$ cat config.mk
export PLATFORM = sky130hd
export DESIGN_NAME = xrl_logic_array
export DESIGN_NICKNAME = d
export VERILOG_FILES = /design/src/xrl_pkg.sv /design/src/xrl_array_if.sv /design/src/xrl_logic_array.sv /design/src/xrl_and_array.sv
export SDC_FILE = /design/constraint.sdc
export NUM_CORES = 1
export LEC_CHECK = 0
export ABC_CLOCK_PERIOD_IN_PS = 3100
export BUFFER_PORTS_ARGS = -buffer_cell sky130_fd_sc_hd__buf_2
export CORE_AREA = 8 8 635 637
export DETAILED_ROUTE_END_ITERATION = 6
export DIE_AREA = 0 0 643 645
export SLEW_MARGIN = 40
export SYNTH_ARGS = -nofsm -noshare
export SYNTH_HDL_FRONTEND = slang
export SYNTH_SLANG_ARGS = --single-unit
export TNS_END_PERCENT = 30
$ cat constraint.sdc
create_clock -name clk -period 3.1 [get_ports clk]
set_input_delay 0 -clock clk [delete_from_list [all_inputs] [get_ports clk]]
set_output_delay 0 -clock clk [all_outputs]
set_load 0.02 [all_outputs]
$ cat src/xrl_pkg.sv
package xrl_pkg;
  // ------------------------------------------------------------
  // array geometry
  // ------------------------------------------------------------
  localparam int NUM_INPUTS = 20;
  localparam int NUM_TERMS = 40;
  localparam int NUM_FUSES = NUM_INPUTS * 2 * NUM_TERMS;
  localparam int NUM_OUTS = 10;
  localparam int TERMS_PER_GROUP = 4;
  localparam int DEFAULT_NUM_REG = 4;
  localparam int DED_INPUTS = 12;
  // ------------------------------------------------------------
  // reset values and timing
  // ------------------------------------------------------------
  localparam logic REG_RESET_VAL = 1'b0;
  localparam int CLK_PERIOD_NS = 10;
  localparam int POWER_UP_SETTLE_TIME_NS = 1000;
  localparam int POWER_UP_SETTLE_CYCLES =
    (POWER_UP_SETTLE_TIME_NS + CLK_PERIOD_NS - 1) / CLK_PERIOD_NS;
  localparam int PRELOAD_MIN_GAP_NS = 100;
  localparam int PRELOAD_MIN_GAP_CYCLES =
    (PRELOAD_MIN_GAP_NS + CLK_PERIOD_NS - 1) / CLK_PERIOD_NS;
endpackage : xrl_pkg

$ cat src/xrl_array_if.sv
`timescale 1ns/1ps
`default_nettype none
interface xrl_array_if;
  logic [xrl_pkg::NUM_INPUTS-1:0] lines;
  logic [xrl_pkg::NUM_TERMS-1:0] terms;
  modport array (input lines, output terms);
  modport user (output lines, input terms);
endinterface : xrl_array_if
`default_nettype wire

$ cat src/xrl_logic_array.sv
`timescale 1ns/1ps
`default_nettype none
module xrl_logic_array #(
  parameter int NUM_REG = xrl_pkg::DEFAULT_NUM_REG,
  parameter bit LAST_TWO_NO_FB = 1'b0
) (
  input wire logic clk,
  input wire logic rst,
  input wire logic [xrl_pkg::NUM_FUSES-1:0] fuse_map,
  input wire logic security_fuse,
  input wire logic [xrl_pkg::DED_INPUTS-1:0] ded_in,
  input wire logic out_enable_n,
  input wire logic preload_pulse_level,
  input wire logic [xrl_pkg::NUM_OUTS-1:0] pin_in,
  output logic [xrl_pkg::NUM_OUTS-1:0] pin_out,
  output logic [xrl_pkg::NUM_OUTS-1:0] pin_oe,
  output logic verify_allowed
);
  import xrl_pkg::*;

  // ------------------------------------------------------------
  // state
  // ------------------------------------------------------------
  typedef struct packed {
    logic [NUM_OUTS-1:0] q;
    logic pl_prev;
  } xrl_state_t;

  xrl_state_t st_r;
  xrl_state_t st_nxt;

  xrl_array_if aif();
  logic [NUM_OUTS-1:0] sum3;
  logic [NUM_OUTS-1:0] d_in;
  logic [NUM_OUTS-1:0] term_en;
  logic [NUM_OUTS-1:0] is_reg;
  logic [NUM_INPUTS-DED_INPUTS-1:0] fb_lines;

  // ------------------------------------------------------------
  // array
  // ------------------------------------------------------------
  xrl_and_array #(.N_IN(NUM_INPUTS), .N_TERM(NUM_TERMS)) u_and (
    .fuse_map(fuse_map),
    .arr(aif.array)
  );

  function automatic logic out_is_reg(input int idx);
    // registered outputs sit in the middle of the pin row
    int lo;
    lo = (NUM_OUTS - NUM_REG) / 2;
    return (idx >= lo) && (idx < lo + NUM_REG);
  endfunction : out_is_reg

  always_comb begin
    for (int o = 0; o < NUM_OUTS; o++) begin
      is_reg[o] = out_is_reg(o);
    end
  end

  // feedback: register q for registered pins, pin level otherwise, or 0 for pins 1 and 8 under LAST_TWO_NO_FB with no registers.
  // only 8 feedback lines fit, so the two outermost outputs have none.
  always_comb begin
    for (int k = 0; k < NUM_INPUTS - DED_INPUTS; k++) begin
      if (is_reg[k+1]) begin
        fb_lines[k] = st_r.q[k+1];
      end else if (LAST_TWO_NO_FB && NUM_REG == 0 &&
                   (k == 0 || k == NUM_INPUTS - DED_INPUTS - 1)) begin
        fb_lines[k] = 1'b0;
      end else begin
        fb_lines[k] = pin_in[k+1];
      end
    end
  end

  assign aif.lines = {fb_lines, ded_in};

  // ------------------------------------------------------------
  // output logic
  // ------------------------------------------------------------
  always_comb begin
    for (int o = 0; o < NUM_OUTS; o++) begin
      sum3[o] = |aif.terms[o*TERMS_PER_GROUP +: 3];
      term_en[o] = aif.terms[o*TERMS_PER_GROUP + 3];
      d_in[o] = (aif.terms[o*TERMS_PER_GROUP] |
                 aif.terms[o*TERMS_PER_GROUP+1]) ^
                (aif.terms[o*TERMS_PER_GROUP+2] |
                 aif.terms[o*TERMS_PER_GROUP+3]);
    end
  end

  always_comb begin
    for (int o = 0; o < NUM_OUTS; o++) begin
      if (is_reg[o]) begin
        pin_out[o] = ~st_r.q[o];
        pin_oe[o] = ~out_enable_n;
      end else begin
        pin_out[o] = ~sum3[o];
        pin_oe[o] = term_en[o];
      end
    end
  end

  // ------------------------------------------------------------
  // registers
  // ------------------------------------------------------------
  // preload is modelled on the rising edge of the pulse level; the
  // real part loads asynchronously, but a clocked catch keeps one domain
  always_comb begin
    st_nxt = st_r;
    st_nxt.pl_prev = preload_pulse_level;
    for (int o = 0; o < NUM_OUTS; o++) begin
      if (is_reg[o]) begin
        if (preload_pulse_level && !st_r.pl_prev) begin
          st_nxt.q[o] = ~pin_in[o];
        end else if (!preload_pulse_level) begin
          st_nxt.q[o] = d_in[o];
        end
      end else begin
        st_nxt.q[o] = REG_RESET_VAL;
      end
    end
  end

  always_ff @(posedge clk) begin
    if (rst) begin
      st_r <= '0;
    end else begin
      st_r <= st_nxt;
    end
  end

  assign verify_allowed = ~security_fuse;

  // ------------------------------------------------------------
  // checks
  // ------------------------------------------------------------
  // the middle output is registered in every variant but the all-comb
  // and single-register ones, so most register checks watch it and fall silent there
  localparam int MID = NUM_OUTS / 2;
  localparam int MID_T = MID * TERMS_PER_GROUP;
  localparam int FW = 2 * NUM_INPUTS;

  a_reset_clears: assert property (@(posedge clk)
    rst |=>
      (st_r.q == '0))
    else $error("registers not cleared by reset");

  a_reset_pins: assert property (@(posedge clk)
    rst |=>
      ((pin_out | ~is_reg) == '1))
    else $error("registered pins not high after reset");

  a_reg_capture: assert property (@(posedge clk) disable iff (rst)
    (!preload_pulse_level && is_reg[MID]) |=>
      st_r.q[MID] == $past(d_in[MID]))
    else $error("register missed its d input");

  a_xor_sum: assert property (@(posedge clk) disable iff (rst)
    (!preload_pulse_level && is_reg[MID]) |=>
      st_r.q[MID] == $past((aif.terms[MID_T] | aif.terms[MID_T+1]) ^
                           (aif.terms[MID_T+2] | aif.terms[MID_T+3])))
    else $error("xor of sums wrong");

  a_disabled_run: assert property (@(posedge clk) disable iff (rst)
    (out_enable_n && !preload_pulse_level && is_reg[MID]) |=>
      st_r.q[MID] == $past(d_in[MID]))
    else $error("register stalled while outputs disabled");

  a_oe_shared: assert property (@(posedge clk) disable iff (rst)
    (NUM_REG > 0 && is_reg[MID]) |->
      pin_oe[MID] == !out_enable_n)
    else $error("registered enable wrong");

  a_reg_oe_all: assert property (@(posedge clk) disable iff (rst)
    1'b1 |->
      (pin_oe & is_reg) == (is_reg & {NUM_OUTS{!out_enable_n}}))
    else $error("registered enables differ");

  a_comb_enable: assert property (@(posedge clk) disable iff (rst)
    !is_reg[0] |->
      (pin_oe[0] == aif.terms[3] && pin_out[0] == !(|aif.terms[2:0])))
    else $error("combinatorial output wrong");

  a_comb_sum: assert property (@(posedge clk) disable iff (rst)
    !is_reg[1] |->
      pin_out[1] == !(|aif.terms[TERMS_PER_GROUP +: 3]))
    else $error("combinatorial sum wrong");

  a_comb_unprog: assert property (@(posedge clk) disable iff (rst)
    (!is_reg[1] && !aif.terms[TERMS_PER_GROUP+3]) |->
      !pin_oe[1])
    else $error("unprogrammed output driven");

  a_comb_feedback: assert property (@(posedge clk) disable iff (rst)
    (!is_reg[1] && !(LAST_TWO_NO_FB && NUM_REG == 0)) |->
      aif.lines[DED_INPUTS] == pin_in[1])
    else $error("pin feedback wrong");

  a_comb_q_low: assert property (@(posedge clk) disable iff (rst)
    1'b1 |->
      (st_r.q & ~is_reg) == '0)
    else $error("combinatorial slot holds state");

  a_reg_count: assert property (@(posedge clk) disable iff (rst)
    1'b1 |->
      $countones(is_reg) == NUM_REG)
    else $error("registered output count wrong");

  a_preload_load: assert property (@(posedge clk) disable iff (rst)
    (preload_pulse_level && !st_r.pl_prev && is_reg[MID]) |=>
      st_r.q[MID] == !$past(pin_in[MID]))
    else $error("preload level not loaded");

  a_preload_hold: assert property (@(posedge clk) disable iff (rst)
    (preload_pulse_level && st_r.pl_prev) |=>
      (st_r.q & is_reg) == $past(st_r.q & is_reg))
    else $error("registers moved during preload pulse");

  a_preload_secure: assert property (@(posedge clk) disable iff (rst)
    (security_fuse && preload_pulse_level && !st_r.pl_prev &&
     is_reg[MID]) |=>
      st_r.q[MID] == !$past(pin_in[MID]))
    else $error("security fuse blocked preload");

  a_verify_lock: assert property (@(posedge clk) disable iff (rst)
    1'b1 |->
      verify_allowed == !security_fuse)
    else $error("verify permission wrong");

  a_out_invert: assert property (@(posedge clk) disable iff (rst)
    is_reg[MID] |->
      pin_out[MID] == !st_r.q[MID])
    else $error("registered output not inverted");

  a_fb_internal: assert property (@(posedge clk) disable iff (rst)
    is_reg[MID] |->
      aif.lines[DED_INPUTS+MID-1] == st_r.q[MID])
    else $error("register feedback not internal");

  a_ded_lines: assert property (@(posedge clk) disable iff (rst)
    1'b1 |->
      aif.lines[DED_INPUTS-1:0] == ded_in)
    else $error("dedicated inputs misrouted");

  a_fuse_static: assert property (@(posedge clk) disable iff (rst)
    1'b1 |->
      $stable(fuse_map))
    else $error("fuse map changed in operation");

  a_term_empty: assert property (@(posedge clk) disable iff (rst)
    (fuse_map[3*FW +: FW] == '0) |->
      aif.terms[3])
    else $error("untied term not true");

  a_term_both: assert property (@(posedge clk) disable iff (rst)
    (fuse_map[FW] && fuse_map[FW+1]) |->
      !aif.terms[1])
    else $error("term with both phases not false");

  a_term_single: assert property (@(posedge clk) disable iff (rst)
    (fuse_map[1:0] == 2'b01 && fuse_map[FW-1:2] == '0) |->
      aif.terms[0] == ded_in[0])
    else $error("single tie does not follow its line");

  // ------------------------------------------------------------
  // cover points
  // ------------------------------------------------------------
  c_preload: cover property (@(posedge clk) disable iff (rst)
    preload_pulse_level && !st_r.pl_prev);
  c_disabled_run: cover property (@(posedge clk) disable iff (rst)
    out_enable_n && (st_nxt.q != st_r.q));
  c_comb_on: cover property (@(posedge clk) disable iff (rst)
    !is_reg[0] && pin_oe[0]);
  c_secure_preload: cover property (@(posedge clk) disable iff (rst)
    security_fuse && preload_pulse_level && !st_r.pl_prev);
  c_reset_exit: cover property (@(posedge clk)
    $fell(rst));
endmodule : xrl_logic_array
`default_nettype wire

$ cat src/xrl_and_array.sv
`timescale 1ns/1ps
`default_nettype none
module xrl_and_array #(
  parameter int N_IN = xrl_pkg::NUM_INPUTS,
  parameter int N_TERM = xrl_pkg::NUM_TERMS
) (
  input wire logic [N_IN*2*N_TERM-1:0] fuse_map,
  xrl_array_if.array arr
);
  import xrl_pkg::*;

  // fuse bit 1 = intact connection; per term: true phase at 2i, comp 2i+1
  function automatic logic term_eval(input logic [2*N_IN-1:0] f,
                                     input logic [N_IN-1:0] x);
    logic t;
    t = 1'b1;
    for (int i = 0; i < N_IN; i++) begin
      if (f[2*i] && !x[i]) t = 1'b0;
      if (f[2*i+1] && x[i]) t = 1'b0;
    end
    return t;
  endfunction : term_eval

  always_comb begin
    for (int p = 0; p < N_TERM; p++) begin
      arr.terms[p] = term_eval(fuse_map[p*2*N_IN +: 2*N_IN], arr.lines);
    end
  end
endmodule : xrl_and_array
`default_nettype wire

==> out/qor.yml, run 1 <==
clock_network:
  clock-sinks: 5
  h-tree-depth: 1
  clock_path_buffers: 2
  cts_hold_buf: 0
  clock_latency_ps: 260
  cts.reportedPaths.clkPinSlew_ps: 50
  cts_inserted_buffers: 3
  cts_tree: "done"
  root_buffer: "clkbuf_16"
logic_synthesis:
  synth_edf_count: 0
  ys_seq_elements: 5
  yosys-top-cells-count: "mux2i_1, nand4_1, buf_4, buf_6, nor3_1"
  synth_nets: 2862
  syn_area_um2: 11100
  yosysTopAreaCell: "mux2i_1"
  yosysSeqAreaShare_pct: 0.902
  ys_types: 24
  ys_async_sr_fraction_pct: 0
  synthCells: 1235
  yosys-top-cells-area: "mux2i_1, nand4_1, buf_6"
  synth_ff_type: "dfxtp_1"
  syn_area_per_cell_um2: 8.98
  netlist.area_leader.share_pct: 72.0
  yosys_warnings: 0
  yosysMostFrequentCell: "mux2i_1"
timing:
  max_freq_ghz: 0.334
  maxSlewViolCount: 0
  fin_ws_ps: 103
  fin_crit_ps: 3000
  slew_headroom_pct: 52.0
  worst_pin_slew_ps: 700
  setup_viol: 0
  hold_viol: 0
  skew_ps: 0.992
  rsz0062_at_grt: "no"
  min_period_over_period_pct: 96.7
critical_path:
  path_class: "reg2out"
  critPathRequiredTime_ps: 3100
  cp-end-kind: "output pin"
  critPathLaunchType: "register"
  rr_startpoint: "aif.lines[16]$_SDFFE_PP0P_"
  cp_max_fo: 10
  arrival_ps: 3000
  crit_start: "aif.lines[17]$_SDFFE_PP0P_"
status:
  status: "finished clean"
global_routing:
  track_usage_pct: 9.41
  antenna_found_initial: 109
  grt-ovfl-total: 0
  grt_pass1_vias: 20600
  grt_max_degree: 24
  grt_pass1_wl_mm: 248
die:
  die_area_um2: 415000
  rows: 231
  die_w_um: 643
  coreArea_um2: 394000
  start_util_pct: 2.82
  fp.dieH_um: 645
  pin_count: 1648
detailed_routing:
  via_count: 19700
  wl_per_cell_um: 25.4
  wl_mm: 210
  firstDrtPassIters: 7
  drc: 0
  avgViaCountPerCell: 2.38
  drtAntennaViolNets: 0
  drt_iter0_markers: 2071
power_and_ir_drop:
  switching_share_pct: 52.3
  combPwrFrac_pct: 90.7
  total_leakage_power_nw: 12.3
  powerDensity_nw_per_um2: 133
  sequentialPowerShare_pct: 2.3
  power.total_mw: 3.65
  power.internal_mw: 1.74
  pwr-share-clk_pct: 7.1
  vdd_drop_max_mv: 0.119
  p_switching_mw: 1.91
layout:
  num-fill-cells: 46700
  stdcell_count: 8270
  drive_gt1_share_pct: 63.8
  fin_nets: 4624
  area_delta_synth_final_pct: 147
place:
  post-dp-hpwl_mm: 192
  dp_slack_ps: -223
  port_buffers: 1645
  gp_congestion: 0.993
  placed_cells: 8218
worst_hold_path:
  min_path_type: "in2reg"
  hp-start: "rst"
flow_run:
  drv_cap: 0
final timing paths:
kind,depth (start not counted),slack (ps),end
setup reg to reg,9,380,aif.lines[14]$_SDFFE_PP0P_
hold / removal,2,100,st_r[0]$_SDFF_PP0_
setup / recovery,10,100,pin_out[0]
hold reg to reg,4,1050,aif.lines[14]$_SDFFE_PP0P_
power by group through the flow:
stage / Clock (mW) / Sequential, mW / Combinational (mW)
CTS: 0.267 / 0.0844 / 3.43
finish: 0.258 / 0.0822 / 3.31
global route: 0.275 / 0.0838 / 3.54
global placement: 0 / 0.0955 / 3.37
detailed placement: 0 / 0.0959 / 3.37
floorplan: 0 / 0.0703 / 1.06
cell type report:
| class | instances | area (um^2) | area share, % |
|---|---|---|---|
| timing repair buffer | 1861 | 10500 | 38.1 |
| multi-input combinational | 1119 | 10100 | 36.9 |
| tap | 5242 | 6560 | 23.9 |
| sequential | 5 | 115 | 0.420 |
| antenna | 32 | 80.1 | 0.292 |
| clock buffer | 3 | 75.1 | 0.274 |
| inverter | 7 | 26.3 | 0.0958 |
| clock inverter | 1 | 5.00 | 0.0182 |
worst max-delay path: stages (launching register included):
cell     delay, ps
dfxtp_4        370
buf_16         140
buf_16         120
buf_4          320
buf_4          260
mux2i_1        230
nand4_1        100
or3_1          570
nor3_1         270
nor3_1         110
buf_2          170
per-layer routing:
layer | part of all wire [%] | routed length, um | track usage [%] | up-vias
met1 | 40 | 83500 | 11.5 | 9212
met3 | 8.5 | 17800 | 2.46 | 321
met5 | 0.15 | 308 | 0 | -
li1 | - | - | - | 8484
met2 | 48 | 102000 | 16.4 | 1606
met4 | 3.1 | 6590 | 2.33 | 48
sequential cells by signal (all words and copies together), names as in the netlist:
signal / flops
st_r: 1
aif.lines: 4
through the flow:
step / instance area [um^2] / utilization [%] / hold WS [ps] / TNS [ps]
global route: 27400 / 6.96 / 124 / 0
global placement: 26900 / 6.84 / 250 / -1610
CTS: 27300 / 6.94 / 95.6 / 0
detailed placement: 27000 / 6.87 / 246 / -425
finish: 27400 / 6.97 / 96.0 / 0
floorplan: 11100 / - / 66.7 / 0
timing repair:
item / in CTS / in global routing
resized for setup: 13 / 5
hold endpoints to repair: 0 / 0
endpoints found under the setup margin: 6 / 4
gates cloned: 0 / 0
pin swaps: 2 / 1
setup buffers: 16 / 0
cell families after synthesis:
group | count (synthesis) | share of synthesized area, %
AO/OA/AOI/OAI | 19 | 1.35
XOR/XNOR | 4 | 0.316
multiplexers | 801 | 72.3
AND/OR/NAND/NOR | 295 | 15.6
buffers and inverters | 111 | 9.56
flip-flops | 5 | 0.902
cell usage in the layout (no fill, tap or decap), types with 2 or more instances in the layout:
cell and count:
buf_4 178, mux2_2 3, or3_1 13, inv_1 6
diode_2 32, a22oi_1 8, nor2_1 17, mux2i_2 15
mux2i_1 780, dfxtp_4 4, buf_16 2, buf_6 19
nor2b_1 3, a211oi_2 2, nor2_2 3, buf_2 1626
nor3_2 7, a211oi_1 7, or3_4 4, xnor2_1 4
clkbuf_16 3, nand4_1 193, buf_8 2, nand2_1 13
mux2i_4 3, nor3_1 38, buf_12 34
(Power assumes the default switching activity.)
==> run 2, diff against run 1 <==
==> constraint.sdc (replaced) <==
create_clock -name clk -period 3.1 [get_ports clk]
set_input_delay 0.465 -clock clk [delete_from_list [all_inputs] [get_ports clk]]
set_output_delay 0.465 -clock clk [all_outputs]
set_load 0.02 [all_outputs]
==> out/qor.yml, run 2 (same netlist as run 1, synthesis figures left out) <==
status:
  failed_checks: "negative setup slack"
  status: "finished, violations left"
timing:
  fin_crit_ps: 3220
  skew_ps: 2.99
  setup_viol: 5
  fin_ws_ps: -118
  timing.hold.ws_ps: 538
  maxSlewViolCount: 0
  hold_viol: 0
  max_freq_ghz: 0.311
  slew_headroom_pct: 50.9
  min_period_over_period_pct: 104
  setup_tns_ps: -283
  worst_pin_slew_ps: 723
  rsz0062_at_grt: "yes"
clock_network:
  cts_hold_buf: 0
  cts_tree: "done"
  cts_inserted_buffers: 3
  clock-sinks: 5
  h-tree-depth: 1
  cts.reportedPaths.clkPinSlew_ps: 40
  clock_latency_ps: 240
  clock_path_buffers: 2
  root_buffer: "clkbuf_16"
power_and_ir_drop:
  total_leakage_power_nw: 13.4
  powerDensity_nw_per_um2: 132
  vdd_drop_max_mv: 0.0932
  power.total_mw: 3.91
global_routing:
  antenna_found_initial: 108
  track_usage_pct: 9.64
  grt-ovfl-total: 0
  grt_pass1_wl_mm: 253
  grt_pass1_vias: 21100
  grt_max_degree: 18
detailed_routing:
  drc: 0
  wl_per_cell_um: 25.5
  avgViaCountPerCell: 2.36
  firstDrtPassIters: 5
  via_count: 19800
  drt_iter0_markers: 1779
  drtAntennaViolNets: 0
  wl_mm: 214
die:
  pin_count: 1648
  fp.dieH_um: 645
  rows: 231
  die_w_um: 643
  die_area_um2: 415000
  coreArea_um2: 394000
  start_util_pct: 2.82
critical_path:
  cp-end-kind: "output pin"
  rr_worst_depth: 12
  crit_start: "ded_in[0]"
  critPathRequiredTime_ps: 2630
  critPathLaunchType: "input pin"
  path_class: "in2out"
  cp_max_fo: 8
  rr_startpoint: "aif.lines[16]$_SDFFE_PP0P_"
  arrival_ps: 2750
layout:
  drive_gt1_share_pct: 66.7
  area_delta_synth_final_pct: 166
  final_cell_mix: "buf_2, mux2i_1, buf_4, nand4_1, buf_12"
  num-fill-cells: 46500
  stdcell_count: 8390
  layout_commonest_cell: "buf_2"
  largest_reg_flops: 4
  postLayoutCoreUtil_pct: 7.50
  stdcell_area_um2: 29500
  fin_nets: 4749
place:
  place_area_um2: 28400
  placed_cells: 8335
  dp_slack_ps: -1290
  post-dp-hpwl_mm: 199
  gp_congestion: 0.962
  port_buffers: 1645
worst_hold_path:
  min_path_type: "in2reg"
  min_path_cells: 2
  hp-start: "rst"
flow_run:
  drv_cap: 0
-- run 2: cell count changes in the layout (fill, tap and decap cells not counted), sizes merged --
| cell | delta |
|---|---|
| buf | +125 |
| diode | -5 |
-- run 2: worst paths after layout --
path | to | slack (ps)
worst min-delay path | st_r[0]$_SDFF_PP0_ | 540
worst max register to register | aif.lines[17]$_SDFFE_PP0P_ | 130
worst max-delay path | pin_out[0] | -120
worst min register to register | aif.lines[16]$_SDFFE_PP0P_ | 1110
-- run 2: area by class of cell --
cell class | count | area (um^2) | share of cell area [%]
sequential | 5 | 115 | 0.390
antenna | 27 | 67.6 | 0.229
inverter | 7 | 26.3 | 0.0890
tap | 5242 | 6560 | 22.2
clock buffer | 3 | 75.1 | 0.254
timing repair buffer | 1986 | 12100 | 41.1
clock inverter | 1 | 5.00 | 0.0170
multi-input combinational | 1119 | 10500 | 35.7
-- run 2: power breakdown --
part           internal [mW]  leakage, nW  switching (mW)
Sequential            0.0671       0.0440          0.0108
Combinational           1.70         13.3            1.90
Clock                  0.170       0.0411          0.0583
-- run 2: metal layers --
layer  track usage [%]  up-vias  routed length, um
met4              2.19       34               6730
met5                 0        -                219
li1                  -     8737                  -
met2              17.2     1464             105000
met3              1.87      284              15000
met1              11.9     9320              86900
-- run 2: critical path: stages --
cell	delay, ps
buf_12	140
buf_12	200
buf_12	190
mux2i_4	530
nand4_1	170
or3_4	470
nor3_2	210
nor3_2	70
buf_4	160
-- run 2: repair_timing --
item | in CTS | in global routing
endpoints found under the setup margin | 13 | 13
gates resized for setup | 122 | 27
pin swaps | 27 | 15
buffers inserted | 19 | 7
cloned | 0 | 0
==> run 3, diff against run 2 <==
==> constraint.sdc (replaced) <==
create_clock -name clk -period 3.1 [get_ports clk]
set_input_delay 0.155 -clock clk [delete_from_list [all_inputs] [get_ports clk]]
set_output_delay 0.155 -clock clk [all_outputs]
set_load 0.02 [all_outputs]
==> out/qor.yml, run 3 (same netlist as run 1, synthesis figures left out) <==
status:
  status: "finished clean"
clock_network:
  h-tree-depth: 1
  cts_tree: "done"
  clock-sinks: 5
  root_buffer: "clkbuf_16"
  cts.reportedPaths.clkPinSlew_ps: 50
  clock_latency_ps: 250
  clock_path_buffers: 2
  cts_inserted_buffers: 3
die:
  die_area_um2: 415000
  coreArea_um2: 394000
  rows: 231
  pin_count: 1648
  start_util_pct: 2.82
  die_w_um: 643
  fp.dieH_um: 645
power_and_ir_drop:
  power.total_mw: 3.61
  p_switching_mw: 1.86
  vdd_drop_max_mv: 0.0834
  total_leakage_power_nw: 12.4
  powerDensity_nw_per_um2: 131
  sequentialPowerShare_pct: 2.1
  pwr-share-clk_pct: 6.6
  switching_share_pct: 51.6
  power.internal_mw: 1.75
  combPwrFrac_pct: 91.3
timing:
  worst_pin_slew_ps: 861
  hold_viol: 0
  skew_ps: 14.0
  setup_viol: 0
  rsz0062_at_grt: "no"
  max_freq_ghz: 0.328
  fin_crit_ps: 3050
  timing.hold.ws_ps: 234
  min_period_over_period_pct: 98.5
  slew_headroom_pct: 41.0
  maxSlewViolCount: 0
global_routing:
  grt_pass1_wl_mm: 245
  grt-ovfl-total: 0
  track_usage_pct: 9.29
  antenna_found_initial: 104
  grt_pass1_vias: 20600
  grt_max_degree: 30
critical_path:
  cp_max_fo: 2
  rr_startpoint: "aif.lines[17]$_SDFFE_PP0P_"
  rr_worst_depth: 10
  critPathLaunchType: "register"
  arrival_ps: 2900
  timing.rr.end: "aif.lines[16]$_SDFFE_PP0P_"
  critPathRequiredTime_ps: 2940
  cp-end-kind: "output pin"
  path_class: "reg2out"
  rrSetupSlack_ps: 80
worst_hold_path:
  min_path_cells: 2
  hp-start: "rst"
  hold_path_end: "st_r[0]$_SDFF_PP0_"
  min_path_type: "in2reg"
layout:
  largest_reg_flops: 4
  stdcell_count: 8285
  layout_commonest_cell: "buf_2"
  stdcell_area_um2: 27600
  num-fill-cells: 46600
  drive_gt1_share_pct: 63.9
  area_delta_synth_final_pct: 148
  fin_nets: 4629
  final_cell_mix: "buf_2, mux2i_1, nand4_1, buf_4, nor3_1"
flow_run:
  drv_cap: 0
detailed_routing:
  drt_iter0_markers: 2098
  via_count: 19400
  avgViaCountPerCell: 2.34
  wl_mm: 207
  drc: 0
  firstDrtPassIters: 5
  wl_per_cell_um: 24.9
  drtAntennaViolNets: 0
place:
  gp_congestion: 0.983
  place_area_um2: 27100
  port_buffers: 1645
  post-dp-hpwl_mm: 191
  placed_cells: 8233
==> run 3: cell count changes in the layout (fill, tap and decap cells not counted), moves of 7 or more <==
cell	before	now
buf_4	245	180
buf_12	78	33
diode_2	27	42
nor3_1	20	35
mux2i_1	765	778
mux2i_4	17	6
buf_6	29	21
nor3_4	12	4
nor3_2	14	7
==> run 3: worst max path at each step <==
| stage | slack [ps] | end | start | cells after the start |
|---|---|---|---|---|
| 3_5_place_dp | -910 | pin_out[0] | aif.lines[16]$_SDFFE_PP0P_ | 9 |
| 4_1_cts | -40 | aif.lines[17]$_SDFFE_PP0P_ | aif.lines[16]$_SDFFE_PP0P_ | 10 |
| 2_1_floorplan | 1200 | pin_oe[0] | aif.lines[17]$_SDFFE_PP0P_ | 6 |
| 6_report | 50 | pin_out[0] | aif.lines[16]$_SDFFE_PP0P_ | 7 |
| 3_3_place_gp | -950 | pin_out[0] | aif.lines[16]$_SDFFE_PP0P_ | 9 |
| 5_1_grt | 3 | pin_out[1] | aif.lines[16]$_SDFFE_PP0P_ | 10 |
==> run 3: layer usage <==
metal  global-route usage [%]  wire length (um)
met1                     11.5             83600
met2                     16.1            100000
met3                     1.86             14800
met4                     3.01              7620
met5                        0               194
==> run 3: timing repair <==
| action | CTS | global route |
|---|---|---|
| hold endpoints to repair | 0 | 0 |
| hold buffers | 0 | 0 |
| pin swaps | 5 | 1 |
| setup buffers | 7 | 0 |
| endpoints found under the setup margin | 8 | 3 |
| gates resized for setup | 32 | 3 |
==> run 3: through the flow <==
step	worst slack, ps	setup TNS [ps]	util (%)
floorplan	1200	0	-
global placement	-954	-2940	6.87
detailed placement	-909	-1440	6.89
CTS	-43.4	-48.0	6.97
global route	2.58	0	6.99
finish	48.0	0	7.00
==> run 3: worst max-delay path: stages, from the launching register on <==
cell and delay [ps]:
dfxtp_4 400, buf_12 120, mux2i_4 270, nand4_1 620
or3_4 680, nor3_4 260, nor3_4 90, buf_6 150
==> run 3: area by class of cell <==
cell class	count	area [um^2]	area share, %
Antenna cell	42	105	0.381
Clock buffer	3	75.1	0.272
Clock inverter	1	5.00	0.0182
Tap cell	5242	6560	23.8
Timing Repair Buffer	1866	10500	38.1
Sequential cell	5	115	0.418
Multi-Input combinational cell	1119	10200	36.9
Inverter	7	26.3	0.0954
==> run 3: power groups by stage <==
stage               sequential (mW)  combinational [mW]  clock, mW
detailed placement           0.0907                3.37          0
global placement             0.0899                3.36          0
CTS                          0.0766                3.42      0.244
finish                       0.0764                3.29      0.237
floorplan                    0.0703                1.06          0
global route                 0.0771                3.53      0.249
